### config.mk
export PLATFORM = sky130hd
export DESIGN_NAME = cpu_regfile_stack_irq
export DESIGN_NICKNAME = d
export VERILOG_FILES = /design/src/pkg/cpu_core_pkg.sv /design/src/hdl/cpu_regfile_stack_irq.sv /design/src/hdl/regfile_core.sv
export SDC_FILE = /design/constraint.sdc
export NUM_CORES = 2
export LEC_CHECK = 0
export CAP_MARGIN = 10
export CORE_MARGIN = 4
export CORE_UTILIZATION = 45
export DETAILED_ROUTE_END_ITERATION = 10
export DONT_BUFFER_PORTS = 1
export PLACE_DENSITY_LB_ADDON = 0.12
export SETUP_SLACK_MARGIN = 0.4
export SLEW_MARGIN = 10
export SYNTH_ARGS = -nofsm -noshare
export SYNTH_HDL_FRONTEND = slang
export SYNTH_SLANG_ARGS = --single-unit
### constraint.sdc
create_clock -name clk -period 9.3 [get_ports clk]
set_input_delay 0.93 -clock clk [delete_from_list [all_inputs] [get_ports clk]]
set_output_delay 0.93 -clock clk [all_outputs]
set_load 0.1 [all_outputs]
### src/pkg/cpu_core_pkg.sv
// Shared constants and types for the register file, stack and interrupt core
package cpu_core_pkg;

  ////////////////////////////////////////////////////////////////////////////
  // Register file geometry
  localparam int REG_COUNT = 32;
  localparam int REG_AW = 5;
  localparam int DATA_W = 8;
  localparam int WORD_W = 16;
  localparam logic [4:0] PTR_BASE = 5'h1a;
  localparam logic [15:0] REGFILE_END = 16'h0020;
  localparam logic [7:0] REG_RESET = 8'h00;

  ////////////////////////////////////////////////////////////////////////////
  // Stack pointer and program counter
  localparam int SP_W = 10;
  localparam int PC_W = 12;
  localparam logic [SP_W-1:0] TOP_OF_RAM = 10'h2ff;
  localparam logic [SP_W-1:0] SP_ONE = 10'h001;
  localparam logic [SP_W-1:0] SP_TWO = 10'h002;
  localparam logic [15:0] PTR_ONE = 16'h0001;
  localparam logic [PC_W-1:0] VEC_RESET = 12'h000;

  ////////////////////////////////////////////////////////////////////////////
  // Pointer selection and addressing modes
  typedef enum logic [1:0] {
    PTR_X = 2'h0,
    PTR_Y = 2'h1,
    PTR_Z = 2'h2
  } ptr_sel_t;

  typedef enum logic [1:0] {
    AM_PLAIN = 2'h0,
    AM_DISP = 2'h1,
    AM_POSTINC = 2'h2,
    AM_PREDEC = 2'h3
  } am_t;

  // Stack operations requested by the instruction in execution
  typedef enum logic [2:0] {
    SOP_NONE = 3'h0,
    SOP_PUSH = 3'h1,
    SOP_POP = 3'h2,
    SOP_CALL = 3'h3,
    SOP_RET = 3'h4
  } sop_t;

  // Return-address push sequencer, Gray coded along the entry path
  typedef enum logic [1:0] {
    ST_IDLE = 2'b00,
    ST_PUSH_LO = 2'b01,
    ST_PUSH_HI = 2'b11,
    ST_VECT = 2'b10
  } seq_state_t;

endpackage : cpu_core_pkg

### src/hdl/cpu_regfile_stack_irq.sv
// Register file, pointers, stack pointer and interrupt entry sequencing
`timescale 1ns/10ps
module cpu_regfile_stack_irq import cpu_core_pkg::*; #(
  parameter int IRQ_N = 8,
  parameter logic [IRQ_N-1:0] LEVEL_MASK = '0,
  parameter logic [PC_W-1:0] BOOT_START = 12'hc00,
  parameter logic [PC_W-1:0] VEC_STEP = 12'h001
) (
  // Clock and reset
  input wire logic clk,
  input wire logic nrst,
  // Operand reads
  input wire logic [REG_AW-1:0] rd_a_addr,
  input wire logic [REG_AW-1:0] rd_b_addr,
  input wire logic rd_wide,
  output logic [DATA_W-1:0] rd_a_data_r,
  output logic [DATA_W-1:0] rd_b_data_r,
  // Result write
  input wire logic wr_en,
  input wire logic wr_wide,
  input wire logic [REG_AW-1:0] wr_addr,
  input wire logic [WORD_W-1:0] wr_data,
  // Data-space access to the register window
  input wire logic [WORD_W-1:0] ds_addr,
  input wire logic ds_rd,
  input wire logic ds_wr,
  input wire logic [DATA_W-1:0] ds_wdata,
  output logic ds_hit_r,
  output logic [DATA_W-1:0] ds_rdata_r,
  // Pointer addressing
  input wire logic ptr_go,
  input wire ptr_sel_t ptr_sel,
  input wire am_t ptr_mode,
  input wire logic [5:0] ptr_disp,
  output logic [WORD_W-1:0] ptr_addr_r,
  // Stack operations and stack pointer I/O registers
  input wire sop_t stack_op,
  input wire logic [DATA_W-1:0] push_data,
  input wire logic [PC_W-1:0] ret_pc,
  input wire logic sp_low_wr,
  input wire logic sp_high_wr,
  input wire logic [DATA_W-1:0] sp_wdata,
  output logic [DATA_W-1:0] stack_pointer_low,
  output logic [DATA_W-1:0] stack_pointer_high,
  // Stack SRAM requests
  output logic stk_we_r,
  output logic stk_rd_r,
  output logic [WORD_W-1:0] stk_addr_r,
  output logic [DATA_W-1:0] stk_wdata_r,
  // Interrupt sources and controls
  input wire logic [IRQ_N-1:0] irq_event,
  input wire logic [IRQ_N-1:0] irq_level,
  input wire logic [IRQ_N-1:0] irq_en,
  input wire logic flag_clr_wr,
  input wire logic [IRQ_N-1:0] flag_clr_mask,
  input wire logic insn_done,
  input wire logic sei,
  input wire logic cli,
  input wire logic return_from_interrupt,
  input wire logic status_register_i_wr,
  input wire logic status_register_i_wdata,
  input wire logic vector_select_bit,
  input wire logic boot_lock_bit_app,
  input wire logic boot_lock_bit_boot,
  input wire logic pc_in_boot,
  // Interrupt results
  output logic gie_r,
  output logic [IRQ_N-1:0] irq_flags_r,
  output logic irq_busy_r,
  output logic vec_valid_r,
  output logic [PC_W-1:0] vec_addr_r
);

  localparam int IW = $clog2(IRQ_N);

  ////////////////////////////////////////////////////////////////////////////
  // Helpers
  // Lowest index pending wins: lower vector, higher priority
  function automatic logic [IW-1:0] first_set(input logic [IRQ_N-1:0] v);
    first_set = '0;
    for (int i = IRQ_N - 1; i >= 0; i--) begin
      if (v[i]) first_set = IW'(i);
    end
  endfunction : first_set

  // Source k sits k+1 steps above the reset vector of its base
  function automatic logic [PC_W-1:0] vec_of(input logic [IW-1:0] k,
                                            input logic vsel);
    logic [PC_W-1:0] base;
    base = vsel ? BOOT_START : VEC_RESET;
    vec_of = base + PC_W'((PC_W'(k) + 12'h001) * VEC_STEP);
  endfunction : vec_of

  ////////////////////////////////////////////////////////////////////////////
  // Register file hookup
  // No clock divider anywhere: everything runs on clk itself
  wire ds_hit = ds_addr < REGFILE_END;
  wire ds_wr_hit = ds_wr && ds_hit && !wr_en;
  wire [REG_AW-1:0] ra = rd_wide ? {rd_a_addr[4:1], 1'b0} : rd_a_addr;
  wire [REG_AW-1:0] rb = rd_wide ? {rd_a_addr[4:1], 1'b1} : rd_b_addr;
  wire gw_en = wr_en || ds_wr_hit;
  wire [REG_AW-1:0] gw_addr = wr_en ? wr_addr : ds_addr[REG_AW-1:0];
  wire [WORD_W-1:0] gw_data = wr_en ? wr_data : {8'h00, ds_wdata};
  wire [DATA_W-1:0] ra_data, rb_data, dsr_data;
  wire [WORD_W-1:0] pval;

  // Pointer effective address and write-back
  wire [WORD_W-1:0] ptr_inc = pval + PTR_ONE;
  wire [WORD_W-1:0] ptr_dec = pval - PTR_ONE;
  wire [WORD_W-1:0] ptr_ea = (ptr_mode == AM_DISP) ? pval + {10'h000, ptr_disp}
                           : (ptr_mode == AM_PREDEC) ? ptr_dec : pval;
  wire ptr_we = ptr_go && (ptr_mode == AM_POSTINC || ptr_mode == AM_PREDEC);
  wire [WORD_W-1:0] ptr_new = (ptr_mode == AM_PREDEC) ? ptr_dec : ptr_inc;

  regfile_core u_regs (
    .clk(clk),
    .nrst(nrst),
    .ra_addr(ra),
    .rb_addr(rb),
    .dsr_addr(ds_addr[REG_AW-1:0]),
    .ra_data(ra_data),
    .rb_data(rb_data),
    .dsr_data(dsr_data),
    .we(gw_en),
    .we_wide(wr_en && wr_wide),
    .waddr(gw_addr),
    .wdata(gw_data),
    .pwe(ptr_we),
    .psel(ptr_sel),
    .pdata(ptr_new),
    .pval(pval)
  );

  // Operand, data-space and pointer outputs
  always_ff @(posedge clk) begin
    rd_a_data_r <= nrst ? ra_data : REG_RESET;
    rd_b_data_r <= nrst ? rb_data : REG_RESET;
    ds_hit_r <= nrst && (ds_rd || ds_wr) && ds_hit;
    ds_rdata_r <= !nrst ? REG_RESET : (ds_rd && ds_hit) ? dsr_data
                : ds_rdata_r;
    ptr_addr_r <= !nrst ? '0 : ptr_go ? ptr_ea : ptr_addr_r;
  end

  ////////////////////////////////////////////////////////////////////////////
  // Interrupt qualification
  wire [IRQ_N-1:0] req = ((irq_flags_r & ~LEVEL_MASK)
                        | (irq_level & LEVEL_MASK)) & irq_en;
  // Boot locks keep interrupts out of the locked section's code
  wire suppress = (boot_lock_bit_app && !pc_in_boot && vector_select_bit)
               || (boot_lock_bit_boot && pc_in_boot && !vector_select_bit);
  seq_state_t state_r, state_nxt;
  wire idle = state_r == ST_IDLE;
  // Sei, return_from_interrupt and cli boundaries never take: the next instruction runs first
  wire take = insn_done && idle && stack_op == SOP_NONE && gie_r && !cli
           && !sei && !return_from_interrupt && !status_register_i_wr && !suppress
           && (req != '0);
  wire [IW-1:0] take_idx = first_set(req);
  wire [IRQ_N-1:0] take_clr = take ? (IRQ_N'(1) << take_idx) : '0;
  wire [IRQ_N-1:0] w1c = flag_clr_wr ? flag_clr_mask : '0;
  // A new event beats both clears in the same cycle
  wire [IRQ_N-1:0] flags_nxt = ((irq_flags_r & ~w1c & ~take_clr)
                              | irq_event) & ~LEVEL_MASK;
  // Global enable; only the I bit is kept here, other flags untouched
  wire gie_nxt = take ? 1'b0 : cli ? 1'b0 : (sei || return_from_interrupt) ? 1'b1
               : status_register_i_wr ? status_register_i_wdata : gie_r;

  ////////////////////////////////////////////////////////////////////////////
  // Return-address push sequencer and stack pointer
  logic [SP_W-1:0] sp_r, sp_nxt;
  logic [PC_W-1:0] pc_hold_r, vec_hold_r;
  logic entry_r;
  wire start_call = idle && stack_op == SOP_CALL;
  wire pushing = state_r == ST_PUSH_LO || state_r == ST_PUSH_HI;
  wire pop1 = idle && stack_op == SOP_POP;
  wire pop2 = idle && (stack_op == SOP_RET || return_from_interrupt);
  wire push1 = idle && stack_op == SOP_PUSH;

  always_comb begin
    case (state_r)
      ST_IDLE: state_nxt = (take || start_call) ? ST_PUSH_LO : ST_IDLE;
      ST_PUSH_LO: state_nxt = ST_PUSH_HI;
      ST_PUSH_HI: state_nxt = entry_r ? ST_VECT : ST_IDLE;
      ST_VECT: state_nxt = ST_IDLE;
      default: state_nxt = ST_IDLE;
    endcase
  end

  // Register writes only while no return address is in flight
  always_comb begin
    if (pushing) sp_nxt = sp_r - SP_ONE;
    else if (!idle) sp_nxt = sp_r;
    else if (sp_low_wr) sp_nxt = {sp_r[9:8], sp_wdata};
    else if (sp_high_wr) sp_nxt = {sp_wdata[1:0], sp_r[7:0]};
    else if (push1) sp_nxt = sp_r - SP_ONE;
    else if (pop1) sp_nxt = sp_r + SP_ONE;
    else if (pop2) sp_nxt = sp_r + SP_TWO;
    else sp_nxt = sp_r;
  end

  // Reset puts the stack at TOP_OF_RAM, 0x2ff, already above 0x100
  assign stack_pointer_low = sp_r[7:0];
  assign stack_pointer_high = {6'h00, sp_r[9:8]};

  // Byte pushed this cycle: return address low then high, or push data
  wire [DATA_W-1:0] push_byte = (state_r == ST_PUSH_LO) ? pc_hold_r[7:0]
                              : (state_r == ST_PUSH_HI)
                              ? {4'h0, pc_hold_r[11:8]} : push_data;

  // Sequencer and pointer state
  always_ff @(posedge clk) begin
    state_r <= nrst ? state_nxt : ST_IDLE;
    sp_r <= nrst ? sp_nxt : TOP_OF_RAM;
    entry_r <= !nrst ? 1'b0 : idle ? take : entry_r;
    pc_hold_r <= !nrst ? '0 : (take || start_call) ? ret_pc : pc_hold_r;
    vec_hold_r <= !nrst ? '0 : take ? vec_of(take_idx, vector_select_bit)
                : vec_hold_r;
  end

  // Stack SRAM request outputs
  always_ff @(posedge clk) begin
    stk_we_r <= nrst && (pushing || push1);
    stk_rd_r <= nrst && (pop1 || pop2);
    stk_addr_r <= !nrst ? '0 : (pop1 || pop2) ? {6'h00, sp_r + SP_ONE}
                : {6'h00, sp_r};
    stk_wdata_r <= nrst ? push_byte : REG_RESET;
  end

  // Interrupt outputs
  always_ff @(posedge clk) begin
    gie_r <= nrst && gie_nxt;
    irq_flags_r <= nrst ? flags_nxt : '0;
    irq_busy_r <= nrst && state_nxt != ST_IDLE;
    vec_valid_r <= nrst && state_r == ST_VECT;
    vec_addr_r <= !nrst ? VEC_RESET : (state_r == ST_VECT) ? vec_hold_r
                : vec_addr_r;
  end
endmodule : cpu_regfile_stack_irq

### src/hdl/regfile_core.sv
// 32 x 8 working register file with general and pointer write ports
`timescale 1ns/10ps
module regfile_core import cpu_core_pkg::*; (
  // Clock and reset
  input wire logic clk,
  input wire logic nrst,
  // Read ports, all see writes of the same cycle
  input wire logic [REG_AW-1:0] ra_addr,
  input wire logic [REG_AW-1:0] rb_addr,
  input wire logic [REG_AW-1:0] dsr_addr,
  output logic [DATA_W-1:0] ra_data,
  output logic [DATA_W-1:0] rb_data,
  output logic [DATA_W-1:0] dsr_data,
  // General write port, 8 or 16 bits
  input wire logic we,
  input wire logic we_wide,
  input wire logic [REG_AW-1:0] waddr,
  input wire logic [WORD_W-1:0] wdata,
  // Pointer write port and selected pointer value
  input wire logic pwe,
  input wire ptr_sel_t psel,
  input wire logic [WORD_W-1:0] pdata,
  output logic [WORD_W-1:0] pval
);

  ////////////////////////////////////////////////////////////////////////////
  // Low byte of a pointer sits at the even register of its pair
  function automatic logic [REG_AW-1:0] ptr_lo(input ptr_sel_t s);
    ptr_lo = PTR_BASE + {2'b00, s, 1'b0};
  endfunction : ptr_lo

  logic [DATA_W-1:0] mem_r [REG_COUNT];
  logic [DATA_W-1:0] mem_nxt [REG_COUNT];
  wire [REG_AW-1:0] w_lo = {waddr[REG_AW-1:1], 1'b0};
  wire [REG_AW-1:0] w_hi = {waddr[REG_AW-1:1], 1'b1};
  wire [REG_AW-1:0] p_lo = ptr_lo(psel);
  wire [REG_AW-1:0] p_hi = p_lo + 5'h01;

  // Next contents; pointer update wins on overlap
  always_comb begin
    mem_nxt = mem_r;
    if (we && we_wide) begin
      mem_nxt[w_lo] = wdata[7:0];
      mem_nxt[w_hi] = wdata[15:8];
    end else if (we) begin
      mem_nxt[waddr] = wdata[7:0];
    end
    if (pwe) begin
      mem_nxt[p_lo] = pdata[7:0];
      mem_nxt[p_hi] = pdata[15:8];
    end
  end

  // Port reads come from the next state, so a result is forwarded at once; pval comes from the current state
  assign ra_data = mem_nxt[ra_addr];
  assign rb_data = mem_nxt[rb_addr];
  assign dsr_data = mem_nxt[dsr_addr];
  assign pval = {mem_r[p_hi], mem_r[p_lo]};

  // Storage
  always_ff @(posedge clk) begin
    for (int i = 0; i < REG_COUNT; i++) begin
      mem_r[i] <= nrst ? mem_nxt[i] : REG_RESET;
    end
  end
endmodule : regfile_core

* Word level (Yosys, flattened, before mapping) *
Cells that the tools add are included.

storage, ports and cells
  register bits after elaboration = 383
  input port bits = 149
  word-level logic and storage cells = 233

operators by class
  add/subtract/negate cells = 10
  $lt $le $gt $ge = 14
  equal/unequal tests = 12
  shifts and indexed selects = 1
  mux-type cells = 68
  bitwise operators = 14
  reductions and logical operators = 62

operators by type and width
  operator                                                      number
  bitwise mux 256 bit                                           5
  2-to-1 mux 256 bit                                            3
  binary-select mux 8 bit (select 5 bit)                        5
  demux 8 bit (select 5 bit)                                    5
  2-to-1 mux 8 bit                                              19
  2-to-1 mux 10 bit                                             8
  2-to-1 mux 16 bit                                             4
  greater-or-equal comparator 6 bit (second input constant)     8
  inverter 5 -> 6 bit                                           8
  logical AND 1 bit                                             35
  less-than comparator 6 x 1 -> 1 bit (second input constant)   5
  bitwise AND 8 bit                                             3
  2-to-1 mux 3 bit                                              8
  adder 16 x 1 -> 16 bit (second input constant)                1
  adder 16 x 6 -> 16 bit                                        1
  less-than comparator 16 x 6 -> 1 bit (second input constant)  1
  inverter 8 bit                                                2
  subtractor 16 x 1 -> 16 bit (second input constant)           1
  adder 12 x 4 -> 12 bit                                        1
  2-to-1 mux 12 bit                                             1
  adder 10 x 1 -> 10 bit (second input constant)                1
  adder 10 x 2 -> 10 bit (second input constant)                1
  logical OR 1 bit                                              10
  2-to-1 mux 5 bit                                              2
  23 further kinds                                              43

* Depth between registers and ports, before layout *
  depth after elaboration = 15
  depth in mapped cells = 23
  gate-level depth less buffers = 19

* By module *
A second synthesis with hierarchy kept.

unflattened totals
  cells, all modules = 3516
  area total of the unflattened synthesis = 27477.6 um^2

by module, submodules not included
  module                 times used  cells an instance  area an instance (um^2)
  regfile_core           1           2719               20972.6
  cpu_regfile_stack_irq  1           797                6505.0

* Worst setup path before layout *
No wires, ideal clock.

  kind = input port to flip-flop
  from = input port ptr_sel[0]
  to = register rd_a_data_r[7]
  setup time = 0.073 ns
  data arrival time = 4.721 ns
  required time = 9.227 ns
  slack = 4.505 ns
  stages on the path = 17
  cell sequence = buf_6 -> buf_4 -> inv_2 -> ha_1 -> buf_6 -> mux4_2 -> mux2_2 -> o21bai_1 -> nor4_1 -> nand4_1 -> a21bo_2 -> xnor2_1 -> buf_2 -> a21boi_1 -> mux4_2 -> a311o_1 -> o211ai_2

on the way
  word-level cells in the longest chain between the ends = 13

RTL lines
  item                                                                                                        line                                                        RTL
  from (decl)                                                                                                 cpu_regfile_stack_irq.sv:32                                 input wire ptr_sel_t ptr_sel,
  adder 4 x 4 -> 5 bit *                                                                                      regfile_core.sv:29                                          ptr_lo = PTR_BASE + {2'b00, s, 1'b0};
  adder 5 x 1 -> 5 bit / inverter 5 -> 6 bit (equally long branches)                                          regfile_core.sv:37, regfile_core.sv:49, regfile_core.sv:58
  inverter 5 -> 6 bit (implied by the code) / binary-select mux 8 bit (select 5 bit) (equally long branches)  regfile_core.sv:50, regfile_core.sv:58
  binary-select mux 8 bit (select 5 bit) / 2-to-1 mux 8 bit (equally long branches)                           regfile_core.sv:58                                          assign pval = {mem_r[p_hi], mem_r[p_lo]};
  2-to-1 mux 8 bit (implied by the code)                                                                      regfile_core.sv:58
  2-to-1 mux 8 bit (implied by the code), or another cell as far along                                        regfile_core.sv:58
  adder 16 x 1 -> 16 bit, or another cell as far along                                                        cpu_regfile_stack_irq.sv:108                                wire [WORD_W-1:0] ptr_inc = pval + PTR_ONE;
  2-to-1 mux 16 bit / bitwise mux 256 bit (equally long branches)                                             cpu_regfile_stack_irq.sv:113, regfile_core.sv:49
  bitwise mux 256 bit *                                                                                       regfile_core.sv:50                                          mem_nxt[p_hi] = pdata[15:8];
  2-to-1 mux 256 bit *                                                                                        regfile_core.sv:48                                          if (pwe) begin
  binary-select mux 8 bit (select 5 bit) *                                                                    regfile_core.sv:55                                          assign ra_data = mem_nxt[ra_addr];
  2-to-1 mux 8 bit (implied by the code) * (2 in series)                                                      regfile_core.sv:55
  to (signal assigned)                                                                                        cpu_regfile_stack_irq.sv:136                                rd_a_data_r <= nrst ? ra_data : REG_RESET;
  to (decl)                                                                                                   cpu_regfile_stack_irq.sv:16                                 output logic [DATA_W-1:0] rd_a_data_r,

Mark *: on every way between the ends. The rest lies on a longest branch, timed or not. The select of a mux whose other input is x is not followed.
A chain may end at the register's enable or synchronous reset.

* Worst setup path after layout *
  from = input port ptr_sel[0]
  to = register rd_b_data_r[6]

on the way
  word-level cells in the longest chain between the ends = 13

RTL lines
  item                                                                                                        line                                                        RTL
  adder 4 x 4 -> 5 bit *                                                                                      regfile_core.sv:29
  adder 5 x 1 -> 5 bit / inverter 5 -> 6 bit (equally long branches)                                          regfile_core.sv:37, regfile_core.sv:49, regfile_core.sv:58
  inverter 5 -> 6 bit (implied by the code) / binary-select mux 8 bit (select 5 bit) (equally long branches)  regfile_core.sv:50, regfile_core.sv:58
  binary-select mux 8 bit (select 5 bit) / 2-to-1 mux 8 bit (equally long branches)                           regfile_core.sv:58
  2-to-1 mux 8 bit (implied by the code)                                                                      regfile_core.sv:58
  2-to-1 mux 8 bit (implied by the code), or another cell as far along                                        regfile_core.sv:58
  adder 16 x 1 -> 16 bit, or another cell as far along                                                        cpu_regfile_stack_irq.sv:108
  2-to-1 mux 16 bit / bitwise mux 256 bit (equally long branches)                                             cpu_regfile_stack_irq.sv:113, regfile_core.sv:49
  bitwise mux 256 bit *                                                                                       regfile_core.sv:50
  2-to-1 mux 256 bit *                                                                                        regfile_core.sv:48
  binary-select mux 8 bit (select 5 bit) *                                                                    regfile_core.sv:56                                          assign rb_data = mem_nxt[rb_addr];
  2-to-1 mux 8 bit (implied by the code) * (2 in series)                                                      regfile_core.sv:56
  to (signal assigned)                                                                                        cpu_regfile_stack_irq.sv:137                                rd_b_data_r <= nrst ? rb_data : REG_RESET;
  to (decl)                                                                                                   cpu_regfile_stack_irq.sv:17                                 output logic [DATA_W-1:0] rd_b_data_r,

Marked as above.

==> flow_metrics.env <==
export IMPL_status="complete, no violations"
export IMPL_muxShareOfSynthArea_pct=16.0
export IMPL_drt_vias_per_instance=6.97
export IMPL_hold_slack_ps=414
export IMPL_worst_slew_pin_slew_ps=1380
export IMPL_endpoint_kind="flop"
export IMPL_routed_wl_um=127000
export IMPL_synth_edf_count=0
export IMPL_fin_nets=3241
export IMPL_crit_type="in2reg"
export IMPL_power_density_mw_per_mm2=168
export IMPL_drive_gt1_share_pct=12.8
export IMPL_antenna_found_initial=3
export IMPL_area_growth_pct=8.89
export IMPL_clock_skew_ps=24.2
export IMPL_cts_resized=0
export IMPL_async_reset_ff_share_pct=0
export IMPL_hold_class="in2reg"
export IMPL_yosysUniqueCellTypes=100
export IMPL_cts_tree="built"
export IMPL_drv_slew=0
export IMPL_grt_max_degree=111
export IMPL_slew_headroom_pct=8.21
export IMPL_overflow=0
export IMPL_syn_area_per_cell_um2=7.92
export IMPL_place_area_mm2=0.0259
export IMPL_leakage_nw=9.80
export IMPL_cts_buffer_depth=3
export IMPL_wl_per_cell_um=33.0
export IMPL_yosysWarnings=0
export IMPL_post_route_min_period_ps=5980
export IMPL_cp_arrival_ps=6390
export IMPL_setup_tns_ps=0
export IMPL_grt_first_pass_wirelength_um=180000
export IMPL_synth_cells=3167
export IMPL_clk_pin_slew_worst_paths_ps=60
export IMPL_cp_required_ps=9710
export IMPL_design_area_mm2=0.0273
export IMPL_ios=255
export IMPL_dieArea_mm2=0.0596
export IMPL_postCtsSetupBuffers=0
export IMPL_synthSimpleGateAreaFrac_pct=21.0
export IMPL_first_pass_iters=6
export IMPL_start_kind="input pin"
export IMPL_fp_dieH_um=244
export IMPL_rsz0062_at_grt="no"
export IMPL_grt_pass1_vias=25000
export IMPL_crit_fanout=25
export IMPL_finalSetupViolations=0
export IMPL_cts_hold_buffers=0
export IMPL_dp_hpwl_um=89400
export IMPL_yosys_area_share_adder_pct=1.33
export IMPL_grt_total_usage_pct=40.9
export IMPL_synth_compound_area_share_pct=25.6
export IMPL_routabilityCongestion=1.06
export IMPL_vias=26800
export IMPL_start_util_pct=45.5
export IMPL_fillers=5444
export IMPL_synth_top_family_by_area="compound AO/OA/AOI/OAI gates"
export IMPL_numCtsBuffers=44
export IMPL_clock_sinks=363
export IMPL_drc_errors=0
export IMPL_synth_xor_area_share_pct=1.59
export IMPL_finalHoldViolCount=0
export IMPL_max_vdd_ir_drop_uv=145
export IMPL_die_w_um=244
export IMPL_fin_crit_sh_pct=64.3
export IMPL_io_buffers=0
export IMPL_fmax_mhz=167
export IMPL_ant_nets=0
export IMPL_drv_cap=0
export IMPL_ctsHtreeMaxLevel=2
export IMPL_synthFlopType="dfxtp_1"
export IMPL_fp_coreArea_mm2=0.0551
export IMPL_ys_ff_latch=363
export IMPL_first_iter_violations=3794
export IMPL_clk_latency_ps=610
export IMPL_syn_area_mm2=0.0251
export IMPL_rows=86
export IMPL_root_buffer="clkbuf_16"
export IMPL_seq_area_frac_synth_pct=29.0
[flip-flops by register name (all words and copies together) (netlist names)]
signal and flops:
stk_rd_r 1, vec_hold_r 5, stk_we_r 1, stk_wdata_r 8, state_r 2, vec_valid_r 1, rd_a_data_r 8, ds_rdata_r 8
sp_r 10, entry_r 1, irq_flags_r 8, ds_hit_r 1, vec_addr_r 5, u_regs.mem_r 256, stk_addr_r 10, rd_b_data_r 8
gie_r 1, ptr_addr_r 16, irq_busy_r 1, pc_hold_r 12
[cell usage in the layout, fill, tap and decap left out, types with 10 or more instances in the layout]
cell type and n:
a211oi_1 73, a21oi_1 186, a21oi_2 10, a221oi_1 16, a22o_1 12, a22oi_1 23, a31oi_1 34, and2_1 97
and3_1 19, buf_4 118, clkbuf_1 11, clkbuf_16 44, conb_1 18, dfxtp_1 362, ha_1 23, inv_1 38
mux2_2 27, mux2i_1 134, mux2i_2 10, mux4_2 88, nand2_1 313, nand2b_1 17, nand3_1 47, nand4_1 21
nor2_1 516, nor2b_1 14, nor3_1 62, nor3b_1 12, nor4_1 25, o211ai_1 70, o21ai_0 207, o21ai_1 12
o221ai_1 44, o22ai_1 85, o311ai_0 14, o31ai_1 11, xnor2_1 25, xor2_1 10
[per-stage QoR]
| stage | cells | util, % | power, mW | setup slack, ps |
|---|---|---|---|---|
| floorplan | 3184 | - | 2.53 | 4510 |
| global placement | 3768 | 47.0 | 2.81 | 2990 |
| detailed placement | 3768 | 47.0 | 2.82 | 3030 |
| CTS | 3846 | 49.6 | 4.55 | 3620 |
| global route | 3846 | 49.6 | 4.70 | 3240 |
| finish | 3851 | 49.6 | 4.58 | 3320 |
[final timing paths]
check                           cells past startpoint              from              to  slack (ps)
worst min-delay path                                1               cli           gie_r         410
worst max register to register                     12  u_regs.mem_r[50]  rd_b_data_r[6]        4510
worst max-delay path                               15        ptr_sel[0]  rd_b_data_r[6]        3320
worst min register to register                      2    vec_hold_r[10]  vec_hold_r[10]         450
[metal layers]
layer / GRT usage [%] / vias to the layer above / part of all wire [%]
met2: 60.1 / 1935 / 42
met5: 1.63 / - / 0.12
li1: - / 11500 / -
met1: 52.7 / 13000 / 38
met3: 11.4 / 468 / 12
met4: 26.3 / 4 / 8.0
[cell usage after synthesis, types with 62 or more instances]
master    number  area (µm²)
nor2_1       518        1940
dfxtp_1      363        7270
nand2_1      313        1170
clkbuf_1     215         807
o21ai_0      207        1040
a21oi_1      192         961
mux2i_1      145        1450
and2_1        97         607
mux4_2        88        1980
o22ai_1       87         544
a211oi_1      73         548
o211ai_1      70         526
nor3_1        62         310
[area by class of cell]
type	count	area, µm²	share of cell area, %
multi-input combinational	2493	16600	60.9
sequential	363	7270	26.6
clock buffer	60	1210	4.43
tap	748	936	3.43
timing repair buffer	118	886	3.24
clock inverter	18	194	0.710
inverter	46	180	0.660
antenna	5	12.5	0.0458
[report_power, final]
part | internal (mW) | switching (mW) | total (mW)
Clock | 0.997 | 0.756 | 1.75
Sequential | 1.61 | 0.227 | 1.84
Combinational | 0.298 | 0.689 | 0.987
Total | 2.91 | 1.67 | 4.58
[cells by family after synthesis]
kind of cell / count (synthesis)
mux: 272
other cells: 1
flops: 363
xor+xnor: 40
buf+inv: 328
compound gates: 956
fa+ha+maj: 26
simple gates: 1181
[critical path: stages]
cell	delay [ps]
inv_2	250
ha_2	410
buf_4	480
mux4_2	560
mux2_2	390
o21bai_1	280
or4_4	560
o32ai_1	200
xor2_1	120
buf_4	230
a21oi_1	330
a21oi_1	110
o211ai_1	210
o2111ai_1	360
a211oi_1	930
No activity file was read; power rests on OpenSTA's default activity.
